$ cat config.mk
export PLATFORM = sky130hd
export DESIGN_NAME = pdfc_top
export DESIGN_NICKNAME = d
export VERILOG_FILES = /design/src/shared/pdfc_pkg.sv /design/src/verilog/pdfc_shadow.sv /design/src/verilog/pdfc_top.sv
export VERILOG_INCLUDE_DIRS = /design/src /design/src/shared
export SDC_FILE = /design/constraint.sdc
export NUM_CORES = 1
export LEC_CHECK = 0
export BUFFER_PORTS_ARGS = -buffer_cell sky130_fd_sc_hd__buf_2
export CAP_MARGIN = 20
export CORE_MARGIN = 3
export CORE_UTILIZATION = 59
export CTS_BUF_LIST = sky130_fd_sc_hd__clkbuf_8
export DETAILED_ROUTE_END_ITERATION = 16
export HOLD_SLACK_MARGIN = 0.1
export PLACE_DENSITY = 0.82
export SYNTH_ARGS = -nofsm -noshare
export SYNTH_HDL_FRONTEND = slang
export SYNTH_SLANG_ARGS = --single-unit
$ cat constraint.sdc
create_clock -name i_clk -period 2.7 [get_ports i_clk]
set_input_delay 0 -clock i_clk [delete_from_list [all_inputs] [get_ports i_clk]]
set_output_delay 0 -clock i_clk [all_outputs]
set_load 0.03 [all_outputs]
$ cat src/shared/pdfc_defs.svh
// Register indexes, field positions, reset values and decode constants
`ifndef PDFC_DEFS_SVH
`define PDFC_DEFS_SVH

// ----------------------------------------------------------------------
// Register indexes (byte address is four times the index)
// ----------------------------------------------------------------------
`define PDFC_IDX_RESET      8'h02
`define PDFC_IDX_FB_LOW     8'h10
`define PDFC_IDX_FB_MID     8'h11
`define PDFC_IDX_FB_HIGH    8'h12
`define PDFC_IDX_NUM0       8'h13
`define PDFC_IDX_NUM1       8'h14
`define PDFC_IDX_NUM2       8'h15
`define PDFC_IDX_DEN0       8'h16
`define PDFC_IDX_DEN1       8'h17
`define PDFC_IDX_DEN2       8'h18
`define PDFC_IDX_REF_LOW    8'h19
`define PDFC_IDX_REF_HIGH   8'h1a
`define PDFC_IDX_REF_OPT    8'h1b
`define PDFC_IDX_PUMP       8'h1c
`define PDFC_IDX_RAMP_CTL   8'h20
`define PDFC_IDX_STATUS     8'h21

// ----------------------------------------------------------------------
// Reset values
// ----------------------------------------------------------------------
`define PDFC_RST_FB         24'h000010
`define PDFC_RST_NUM        24'h000000
`define PDFC_RST_DEN        24'h000000
`define PDFC_RST_REF        16'h0001
`define PDFC_RST_REF_OPT    8'h08
`define PDFC_RST_PUMP       8'h00
`define PDFC_RST_RAMP_CTL   8'h00

// ----------------------------------------------------------------------
// Field positions
// ----------------------------------------------------------------------
`define PDFC_SOFTWARE_REGISTER_RESET_BIT      2
`define PDFC_FB_HI_MSB      1
`define PDFC_DITHER_LSB     2
`define PDFC_ORDER_LSB      4
`define PDFC_DOUBLER_BIT    0
`define PDFC_DIFF_BIT       2
`define PDFC_PULSE_LSB      3
`define PDFC_GAIN_MSB       4
`define PDFC_POLARITY_BIT   5
`define PDFC_RAMP_EN_BIT    0

// ----------------------------------------------------------------------
// Decode constants
// ----------------------------------------------------------------------
`define PDFC_ORDER_MAX      3'h4
`define PDFC_PULSE_PS_1     11'h35c
`define PDFC_PULSE_PS_2     11'h4b0
`define PDFC_PULSE_PS_3     11'h5dc
`define PDFC_PUMP_STEP_UA   12'h064
`define PDFC_RAMP_DEN       25'h1000000

`endif

$ cat src/shared/pdfc_pkg.sv
// Types shared by the divider and fraction configuration block
package pdfc_pkg;

  // Dither strength as the modulator sees it
  typedef enum logic [1:0] {
    PDFC_DITHER_WEAK   = 2'b00,
    PDFC_DITHER_MEDIUM = 2'b01,
    PDFC_DITHER_STRONG = 2'b10,
    PDFC_DITHER_OFF    = 2'b11
  } pdfc_dither_t;

  // Settings presented to the synthesizer core
  typedef struct packed {
    logic [17:0]  feedback_divide;
    logic         ramp_start;
    pdfc_dither_t modulator_dither_level;
    logic         dither_enable;
    logic [2:0]   modulator_order_select;
    logic         integer_mode;
    logic         order_reserved;
    logic [23:0]  fraction_numerator;
    logic [24:0]  fraction_denominator;
    logic [15:0]  reference_divide;
    logic         reference_bypass;
    logic         reference_doubler_enable;
    logic         differential_reference_counter;
    logic [1:0]   detector_min_pulse_width;
    logic [10:0]  pulse_width_ps;
    logic         pulse_width_reserved;
    logic [4:0]   pump_current_gain;
    logic [11:0]  pump_current_ua;
    logic         pump_tristate;
    logic         pump_polarity_negative;
  } pdfc_core_t;

endpackage : pdfc_pkg

$ cat src/verilog/pdfc_shadow.sv
// Staged multi-byte field that commits once every byte has been written
`timescale 1ns/10ps
`default_nettype none

module pdfc_shadow #(
  parameter int          NB    = 3,
  parameter logic [23:0] RST_V = 24'h000000
) (
  // Clock and reset
  input  wire logic          i_clk,
  input  wire logic          i_rst_n,
  // Write side
  input  wire logic          i_clear,
  input  wire logic          i_wr,
  input  wire logic [NB-1:0] i_byte_sel,
  input  wire logic [7:0]    i_wdata,
  // Staged bytes, committed value, pending flag
  output logic [8*NB-1:0]    o_stage,
  output logic [8*NB-1:0]    o_value,
  output logic               o_pending
);

  logic [8*NB-1:0] stage;
  logic [8*NB-1:0] next_stage;
  logic [8*NB-1:0] value;
  logic [8*NB-1:0] next_value;
  logic [NB-1:0]   mask;
  logic [NB-1:0]   next_mask;
  logic [NB-1:0]   mask_now;

  // ----------------------------------------------------------------------
  // Byte staging
  // ----------------------------------------------------------------------
  genvar gb;
  generate
    for (gb = 0; gb < NB; gb++) begin : g_byte
      // One driver per byte slice; lowest index is least significant
      assign next_stage[8*gb +: 8] =
        i_clear                  ? RST_V[8*gb +: 8] :
        (i_wr && i_byte_sel[gb]) ? i_wdata          :
                                   stage[8*gb +: 8];
    end
  endgenerate

  // Commit only when the last missing byte lands, so the core
  // never sees a half-updated field
  always_comb begin
    mask_now   = mask | (i_wr ? i_byte_sel : '0);
    next_mask  = mask_now;
    next_value = value;
    if (i_clear) begin
      next_mask  = '0;
      next_value = RST_V[8*NB-1:0];
    end else if (&mask_now) begin
      next_mask  = '0;
      next_value = next_stage;
    end
  end

  always_ff @(posedge i_clk or negedge i_rst_n) begin
    if (!i_rst_n) begin
      stage <= RST_V[8*NB-1:0];
      value <= RST_V[8*NB-1:0];
      mask  <= '0;
    end else begin
      stage <= next_stage;
      value <= next_value;
      mask  <= next_mask;
    end
  end

  assign o_stage   = stage;
  assign o_value   = value;
  assign o_pending = |mask;

endmodule : pdfc_shadow

`default_nettype wire

$ cat src/verilog/pdfc_top.sv
// Divider and fractional configuration register bank on APB
//
// Behaviour
// - 18-bit feedback divide, three bytes, resets to 16
// - Low feedback byte write starts ramp execution
// - Decode dither levels and modulator order codes
// - Ramp mode forces denominator to two^24
// - 16-bit reference divide, default 1, 1 bypasses
// - Doubler bit enables reference doubler, reset off
// - Differential reference counter; software limits divides
// - Decode minimum pulse width, reset value 1
// - Pump gain 100 uA steps, polarity bit
// - Software reset bit restores all defaults
//
// Decided for this implementation: the APB interface to the registers.
`timescale 1ns/10ps
`default_nettype none
`include "pdfc_defs.svh"

module pdfc_top (
  // Clock and reset
  input  wire logic                i_clk,
  input  wire logic                i_rst_n,
  // APB slave
  input  wire logic                i_psel,
  input  wire logic                i_penable,
  input  wire logic                i_pwrite,
  input  wire logic [11:0]         i_paddr,
  input  wire logic [31:0]         i_pwdata,
  output logic                     o_pready,
  output logic [31:0]              o_prdata,
  output logic                     o_pslverr,
  // Synthesizer core settings
  output pdfc_pkg::pdfc_core_t     o_core
);

  import pdfc_pkg::*;

  // ----------------------------------------------------------------------
  // Decode helpers
  // ----------------------------------------------------------------------
  // Pulse width code to picoseconds; code 0 is reserved
  function automatic logic [10:0] pdfc_pulse_ps(input logic [1:0] code);
    logic [10:0] ps;
    ps = 11'h000;
    case (code)
      2'h1:    ps = `PDFC_PULSE_PS_1;
      2'h2:    ps = `PDFC_PULSE_PS_2;
      2'h3:    ps = `PDFC_PULSE_PS_3;
      default: ps = 11'h000;
    endcase
    return ps;
  endfunction : pdfc_pulse_ps

  // Index hit on a mapped register
  function automatic logic pdfc_mapped(input logic [7:0] idx);
    logic hit;
    hit = 1'b0;
    case (idx)
      `PDFC_IDX_RESET, `PDFC_IDX_FB_LOW, `PDFC_IDX_FB_MID,
      `PDFC_IDX_FB_HIGH, `PDFC_IDX_NUM0, `PDFC_IDX_NUM1,
      `PDFC_IDX_NUM2, `PDFC_IDX_DEN0, `PDFC_IDX_DEN1,
      `PDFC_IDX_DEN2, `PDFC_IDX_REF_LOW, `PDFC_IDX_REF_HIGH,
      `PDFC_IDX_REF_OPT, `PDFC_IDX_PUMP, `PDFC_IDX_RAMP_CTL,
      `PDFC_IDX_STATUS: hit = 1'b1;
      default:          hit = 1'b0;
    endcase
    return hit;
  endfunction : pdfc_mapped

  // ----------------------------------------------------------------------
  // APB decode
  // ----------------------------------------------------------------------
  logic [7:0]  idx;
  logic        aligned;
  logic        hit;
  logic        take;
  logic        wr;
  logic [7:0]  wbyte;
  logic        sw_clear;

  // Bits above the index and the byte offset must be zero
  assign idx     = i_paddr[9:2];
  assign aligned = (i_paddr[11:10] == 2'h0) && (i_paddr[1:0] == 2'h0);
  assign hit     = aligned && pdfc_mapped(idx);
  // The write lands on the edge where pready is sampled high
  assign take    = i_psel && i_penable && o_pready;
  assign wr      = take && i_pwrite && hit;
  assign wbyte   = i_pwdata[7:0];

  // Self-clearing software reset, reads back as zero
  assign sw_clear = wr && (idx == `PDFC_IDX_RESET) &&
                    wbyte[`PDFC_SOFTWARE_REGISTER_RESET_BIT];

  // ----------------------------------------------------------------------
  // Multi-byte fields
  // ----------------------------------------------------------------------
  logic [23:0] fb_stage;
  logic [23:0] fb_value;
  logic        fb_pend;
  logic [23:0] num_stage;
  logic [23:0] num_value;
  logic        num_pend;
  logic [23:0] den_stage;
  logic [23:0] den_value;
  logic        den_pend;
  logic [15:0] ref_stage;
  logic [15:0] ref_value;
  logic        ref_pend;

  // Feedback divide plus the modulator fields share the top byte
  pdfc_shadow #(
    .NB    (3),
    .RST_V (`PDFC_RST_FB)
  ) u_fb (
    .i_clk      (i_clk),
    .i_rst_n    (i_rst_n),
    .i_clear    (sw_clear),
    .i_wr       (wr),
    .i_byte_sel ({idx == `PDFC_IDX_FB_HIGH, idx == `PDFC_IDX_FB_MID,
                  idx == `PDFC_IDX_FB_LOW}),
    .i_wdata    (wbyte),
    .o_stage    (fb_stage),
    .o_value    (fb_value),
    .o_pending  (fb_pend)
  );

  pdfc_shadow #(
    .NB    (3),
    .RST_V (`PDFC_RST_NUM)
  ) u_num (
    .i_clk      (i_clk),
    .i_rst_n    (i_rst_n),
    .i_clear    (sw_clear),
    .i_wr       (wr),
    .i_byte_sel ({idx == `PDFC_IDX_NUM2, idx == `PDFC_IDX_NUM1,
                  idx == `PDFC_IDX_NUM0}),
    .i_wdata    (wbyte),
    .o_stage    (num_stage),
    .o_value    (num_value),
    .o_pending  (num_pend)
  );

  pdfc_shadow #(
    .NB    (3),
    .RST_V (`PDFC_RST_DEN)
  ) u_den (
    .i_clk      (i_clk),
    .i_rst_n    (i_rst_n),
    .i_clear    (sw_clear),
    .i_wr       (wr),
    .i_byte_sel ({idx == `PDFC_IDX_DEN2, idx == `PDFC_IDX_DEN1,
                  idx == `PDFC_IDX_DEN0}),
    .i_wdata    (wbyte),
    .o_stage    (den_stage),
    .o_value    (den_value),
    .o_pending  (den_pend)
  );

  pdfc_shadow #(
    .NB    (2),
    .RST_V ({8'h00, `PDFC_RST_REF})
  ) u_ref (
    .i_clk      (i_clk),
    .i_rst_n    (i_rst_n),
    .i_clear    (sw_clear),
    .i_wr       (wr),
    .i_byte_sel ({idx == `PDFC_IDX_REF_HIGH, idx == `PDFC_IDX_REF_LOW}),
    .i_wdata    (wbyte),
    .o_stage    (ref_stage),
    .o_value    (ref_value),
    .o_pending  (ref_pend)
  );

  // ----------------------------------------------------------------------
  // Single-byte registers
  // ----------------------------------------------------------------------
  logic [7:0] ref_opt;
  logic [7:0] next_ref_opt;
  logic [7:0] pump;
  logic [7:0] next_pump;
  logic [7:0] ramp_ctl;
  logic [7:0] next_ramp_ctl;

  // Software reset wins over a write in the same cycle
  always_comb begin
    next_ref_opt  = ref_opt;
    next_pump     = pump;
    next_ramp_ctl = ramp_ctl;
    if (sw_clear) begin
      next_ref_opt  = `PDFC_RST_REF_OPT;
      next_pump     = `PDFC_RST_PUMP;
      next_ramp_ctl = `PDFC_RST_RAMP_CTL;
    end else if (wr) begin
      if (idx == `PDFC_IDX_REF_OPT) begin
        next_ref_opt = wbyte;
      end
      if (idx == `PDFC_IDX_PUMP) begin
        next_pump = wbyte;
      end
      if (idx == `PDFC_IDX_RAMP_CTL) begin
        next_ramp_ctl = wbyte;
      end
    end
  end

  always_ff @(posedge i_clk or negedge i_rst_n) begin
    if (!i_rst_n) begin
      ref_opt  <= `PDFC_RST_REF_OPT;
      pump     <= `PDFC_RST_PUMP;
      ramp_ctl <= `PDFC_RST_RAMP_CTL;
    end else begin
      ref_opt  <= next_ref_opt;
      pump     <= next_pump;
      ramp_ctl <= next_ramp_ctl;
    end
  end

  // ----------------------------------------------------------------------
  // APB answer
  // ----------------------------------------------------------------------
  logic        next_pready;
  logic [31:0] next_prdata;
  logic        next_pslverr;
  logic [7:0]  rbyte;

  // Read mux over staged bytes so software sees what it wrote
  always_comb begin
    rbyte = 8'h00;
    case (idx)
      `PDFC_IDX_FB_LOW:   rbyte = fb_stage[7:0];
      `PDFC_IDX_FB_MID:   rbyte = fb_stage[15:8];
      `PDFC_IDX_FB_HIGH:  rbyte = fb_stage[23:16];
      `PDFC_IDX_NUM0:     rbyte = num_stage[7:0];
      `PDFC_IDX_NUM1:     rbyte = num_stage[15:8];
      `PDFC_IDX_NUM2:     rbyte = num_stage[23:16];
      `PDFC_IDX_DEN0:     rbyte = den_stage[7:0];
      `PDFC_IDX_DEN1:     rbyte = den_stage[15:8];
      `PDFC_IDX_DEN2:     rbyte = den_stage[23:16];
      `PDFC_IDX_REF_LOW:  rbyte = ref_stage[7:0];
      `PDFC_IDX_REF_HIGH: rbyte = ref_stage[15:8];
      `PDFC_IDX_REF_OPT:  rbyte = ref_opt;
      `PDFC_IDX_PUMP:     rbyte = pump;
      `PDFC_IDX_RAMP_CTL: rbyte = ramp_ctl;
      `PDFC_IDX_STATUS:   rbyte = {4'h0, ref_pend, den_pend,
                                   num_pend, fb_pend};
      default:            rbyte = 8'h00;
    endcase
  end

  // One wait state: pready rises in the first access cycle's edge
  always_comb begin
    next_pready  = i_psel && i_penable && !o_pready;
    next_prdata  = 32'h0000_0000;
    next_pslverr = 1'b0;
    if (next_pready) begin
      next_prdata  = (hit && !i_pwrite) ? {24'h000000, rbyte} :
                     32'h0000_0000;
      next_pslverr = !hit;
    end
  end

  always_ff @(posedge i_clk or negedge i_rst_n) begin
    if (!i_rst_n) begin
      o_pready  <= 1'b0;
      o_prdata  <= 32'h0000_0000;
      o_pslverr <= 1'b0;
    end else begin
      o_pready  <= next_pready;
      o_prdata  <= next_prdata;
      o_pslverr <= next_pslverr;
    end
  end

  // ----------------------------------------------------------------------
  // Core settings
  // ----------------------------------------------------------------------
  pdfc_core_t  next_core;
  logic [2:0]  order;
  logic [4:0]  gain;
  logic [11:0] gain_w;

  assign order  = fb_stage[16 + `PDFC_ORDER_LSB +: 3];
  assign gain   = pump[`PDFC_GAIN_MSB:0];
  assign gain_w = {7'h00, gain};

  // Modulator and option fields act at once; wide fields only on commit
  always_comb begin
    next_core = o_core;
    next_core.feedback_divide =
      fb_value[16 + `PDFC_FB_HI_MSB:0];
    next_core.ramp_start =
      wr && (idx == `PDFC_IDX_FB_LOW);
    next_core.modulator_dither_level =
      pdfc_dither_t'(fb_stage[16 + `PDFC_DITHER_LSB +: 2]);
    next_core.dither_enable =
      fb_stage[16 + `PDFC_DITHER_LSB +: 2] != PDFC_DITHER_OFF;
    next_core.modulator_order_select = order;
    next_core.integer_mode   = (order == 3'h0);
    next_core.order_reserved = (order > `PDFC_ORDER_MAX);
    next_core.fraction_numerator = num_value;
    // Ramp mode ignores the programmed denominator
    next_core.fraction_denominator =
      ramp_ctl[`PDFC_RAMP_EN_BIT] ? `PDFC_RAMP_DEN :
                                    {1'b0, den_value};
    next_core.reference_divide = ref_value;
    next_core.reference_bypass =
      (ref_value == `PDFC_RST_REF);
    next_core.reference_doubler_enable =
      ref_opt[`PDFC_DOUBLER_BIT];
    // Divide range in differential mode is left to software
    next_core.differential_reference_counter =
      ref_opt[`PDFC_DIFF_BIT];
    next_core.detector_min_pulse_width =
      ref_opt[`PDFC_PULSE_LSB +: 2];
    next_core.pulse_width_ps =
      pdfc_pulse_ps(ref_opt[`PDFC_PULSE_LSB +: 2]);
    next_core.pulse_width_reserved =
      (ref_opt[`PDFC_PULSE_LSB +: 2] == 2'h0);
    next_core.pump_current_gain = gain;
    next_core.pump_current_ua =
      12'(gain_w * `PDFC_PUMP_STEP_UA);
    next_core.pump_tristate = (gain == 5'h00);
    next_core.pump_polarity_negative =
      pump[`PDFC_POLARITY_BIT];
  end

  // Reset image matches the register defaults
  always_ff @(posedge i_clk or negedge i_rst_n) begin
    if (!i_rst_n) begin
      o_core                          <= '0;
      o_core.feedback_divide          <= 18'(`PDFC_RST_FB);
      o_core.dither_enable            <= 1'b1;
      o_core.integer_mode             <= 1'b1;
      o_core.reference_divide         <= `PDFC_RST_REF;
      o_core.reference_bypass         <= 1'b1;
      o_core.detector_min_pulse_width <= 2'h1;
      o_core.pulse_width_ps           <= `PDFC_PULSE_PS_1;
      o_core.pump_tristate            <= 1'b1;
    end else begin
      o_core <= next_core;
    end
  end

endmodule : pdfc_top

`default_nettype wire

==> impl_metrics.csv <==
group,metric,value,unit
run_status,status,"complete, no violations",
timing,min_period,2.61,ns
timing,setup_viol,0,
yosys,synth_edf_count,0,
yosys,yosysUniqueCellTypes,75,
global_route,grt_pass1_wl,57900,um
worst_setup_path,endpoint_kind,"flip-flop",
yosys,synthFlopType,"dfrtp_1",
worst_setup_path,cp_common_cell,"dlygate4sd3_1",
routing,first_pass_iters,7,
yosys,syn_inst,1153,
global_route,antenna_found_initial,0,
worst_setup_path,startpoint,"i_paddr[4]",
layout,antenna_cells,0,
yosys,synth_area,0.0139,mm2
worst_setup_path,cp-start-kind,"input pin",
floorplanning,row_count,55,
floorplanning,dieArea,0.0255,mm2
power,vdd_drop_max,0.000389,V
power,switching_share,0.232,
layout,layout-drive-gt1-share,0.246,
layout,final_common_cell,"dfrtp_1",
timing,max_freq,383,MHz
yosys,avgSynthCellArea,12.1,um2
timing,hold_viol,0,
layout,final_cell_mix,"dfrtp_1, buf_2, nor2_1",
yosys,synth-seq-cells,332,
clock_tree,cts_sinks,332,
routing,routedWlPerCell,21.3,um
global_route,grt_pass1_vias,10300,
worst_setup_path,cp-endpoint,"o_prdata[7]",
placed_design,hpwl,24000,um
routing,drt.antenna.violating_nets,0,
power,combPwrFrac,0.042,
yosys,yosys_warnings,0,
layout,syn_to_final_growth,18.4,%
worst_setup_path,r2r_setup_slack,0.26,ns
worst_hold_path,min_path_type,"in -> reg",
worst_setup_path,worstReg2RegEnd,"u_ref.o_value[4]",
power,design_power_total,9.42,mW
floorplanning,core,0.0229,mm2
power,internal_power,7.23,mW
placed_design,place.gp.congestion,0.991,
routing,postRouteWirelength,36700,um
timing,tightest_slew,0.712,ns
power,power_switching,2.19,mW
floorplanning,initial_utilization,0.607,
global_route,gr-usage-all-layers,0.288,
worst_setup_path,r2r_cells,8,
yosys,synthArstFlopShare,1.00,
timing,tns,0,ns
layout,final_area,0.0165,mm2
worst_setup_path,r2r_start,"o_pready",
worst_setup_path,path_class,"in -> reg",
timing,finClkSkew,0.0171,ns
routing,drtIter0Drc,954,
power,pwr-share-seq,0.529,
timing,fin_hold_ws,0.143,ns
clock_tree,numCtsBuffers,51,
global_route,grt_max_degree,96,
worst_setup_path,cpMaxStageDelayCell,"dlygate4sd3_1",
clock_tree,clock_latency,0.57,ns
yosys,synth_top_area_frac,0.570,
yosys,ys_seq_area_frac,0.598,
power,p_leak,8.92,nW
floorplanning,die_w,160,um
routing,routed_via_density,5.85,
clock_tree,cts.htree.levels,2,
clock_tree,cts-root-buf,"clkbuf_8",
worst_setup_path,arrival,3.06,ns
timing,rsz0062_at_grt,"no",
timing,finalCritPeriodShare,0.968,
clock_tree,cts_max_path_buffers,3,
yosys,yosysTopAreaCell,"dfrtp_1",
placed_design,portBuffers,158,
power,p_per_area,572,mW/mm2
timing,maxSlewHeadroom,0.525,
worst_setup_path,max_stage_delay,0.63,ns
worst_setup_path,path_delay_family,"buffers and inverters",
floorplanning,fp.dieH,160,um
placed_design,place_area,0.0152,mm2
worst_setup_path,crit_path_cell_trace,"dlygate4sd3_1 -> buf_2 -> o21ai_0 -> a21oi_1 -> dlygate4sd3_1 -> nand2_1 -> o2111ai_1 -> dlygate4sd3_1 -> buf_4 -> a31oi_1 -> buf_4",
routing,vias,10100,
clock_tree,cts_tree,"yes",
layout,nets,1440,
flow_run,max_cap_viol_count,0,
clock_tree,cts.clk_slew.worst_paths,0.06,ns
timing,drv_slew,0,
worst_setup_path,cp_num_cells,11,
yosys,netlist_top_cells_area,"dfrtp_1, mux2i_1, o211a_1",
global_route,grt-ovfl-total,0,
worst_setup_path,path_max_fanout,12,
worst_setup_path,crit_required,3.15,ns
routing,drc_errors,0,
floorplanning,io_pins,211,
power,pwr-share-clk,0.430,
worst_setup_path,crit_buf_inv,6,
==> cell usage after synthesis, drive strengths merged, types with 4 or more instances <==
cell type / n
o21ai: 24
mux2i: 100
a22o: 28
a211oi: 4
a22oi: 11
inv: 9
nor2: 117
nor3: 23
buf: 76
nor4: 9
nand2b: 13
dfstp: 15
nand2: 90
a31oi: 14
mux2: 6
or2: 4
o211a: 56
clkbuf: 35
ha: 19
nand4: 5
a21o: 23
nor2b: 33
a21oi: 21
dfrtp: 317
nand3: 16
nor3b: 26
==> worst reg2reg max path: cells and delay by family (launching register included) <==
family / cells / cell delay, ns
buf+inv: 2 / 0.40
flops: 1 / 0.38
simple gates: 4 / 1.21
compound gates: 2 / 0.34
==> how the worst min path moves through the flow <==
stage	startpoint	endpoint	slack (ns)	cells after the start
2_1_floorplan	i_rst_n	o_core[0]	-0.30	0
3_3_place_gp	i_rst_n	o_core[124]	0.07	1
3_5_place_dp	i_rst_n	o_core[122]	0.07	1
4_1_cts	i_paddr[1]	u_fb.mask[2]	0.10	5
5_1_grt	i_paddr[8]	o_prdata[3]	0.12	4
6_report	i_paddr[1]	u_fb.mask[2]	0.14	5
==> metal layers <==
| layer | track usage | routed length [um] | vias up |
|---|---|---|---|
| met3 | 0.0663 | 3030 | 113 |
| met5 | 0 | 0 | - |
| met4 | 0.111 | 1480 | 0 |
| li1 | - | - | 4441 |
| met2 | 0.455 | 17100 | 483 |
| met1 | 0.394 | 15100 | 5036 |
==> final cells by class <==
class / instances / area (um2)
inverter: 9 / 33.8
clock inverter: 29 / 146
sequential: 332 / 8330
clock buffer: 62 / 853
tap: 313 / 392
fill: 1621 / 6430
timing repair buffer: 249 / 1660
multi-input combinational: 728 / 5070
==> cells by family (layout without fill, tap and decap cells) <==
kind of cell | count (synthesis) | after routing | share of synthesized area
xor+xnor | 5 | 5 | 0.00315
other cells | 1 | 28 | 0.000269
flops | 332 | 332 | 0.598
simple gates | 358 | 358 | 0.134
buf+inv | 120 | 349 | 0.0475
mux | 107 | 107 | 0.0789
fa+ha+maj | 20 | 20 | 0.0185
compound gates | 210 | 210 | 0.119
==> power by group through the flow <==
stage                     Sequential [mW]  Combinational (mW)  Clock [mW]
after floorplan                      5.07               0.182           0
after global placement               5.07               0.350           0
after detailed placement             5.07               0.356           0
after CTS                            4.98               0.384        4.10
after global routing                 4.98               0.417        4.37
final                                4.98               0.392        4.05
==> registers in the layout (all words and copies together), names as in the netlist, 8 cells and up <==
register and cells:
u_fb.o_stage 24, pump 8, u_den.o_value 24, u_ref.o_stage 16
u_num.o_value 24, u_fb.o_value 18, u_num.o_stage 24, u_den.o_stage 24
o_core 117, ref_opt 8, u_ref.o_value 16, o_prdata 8
ramp_ctl 8
==> per-stage QoR <==
stage / setup slack [ns] / util / std cells
floorplan: 0.372 / - / 1180
global placement: 0.129 / 0.664 / 1605
detailed placement: 0.0706 / 0.664 / 1605
CTS: 0.118 / 0.719 / 1722
global route: 0.0107 / 0.719 / 1722
finish: 0.0862 / 0.719 / 1722
==> what timing repair did <==
| item | CTS | global route |
|---|---|---|
| hold buffers | 26 | 0 |
| endpoints found under the setup margin | 0 | 33 |
| gates resized for setup | 0 | 3 |
| hold endpoints to repair | 442 | 0 |
| buffers inserted | 0 | 0 |
(Power assumes the default switching activity.)
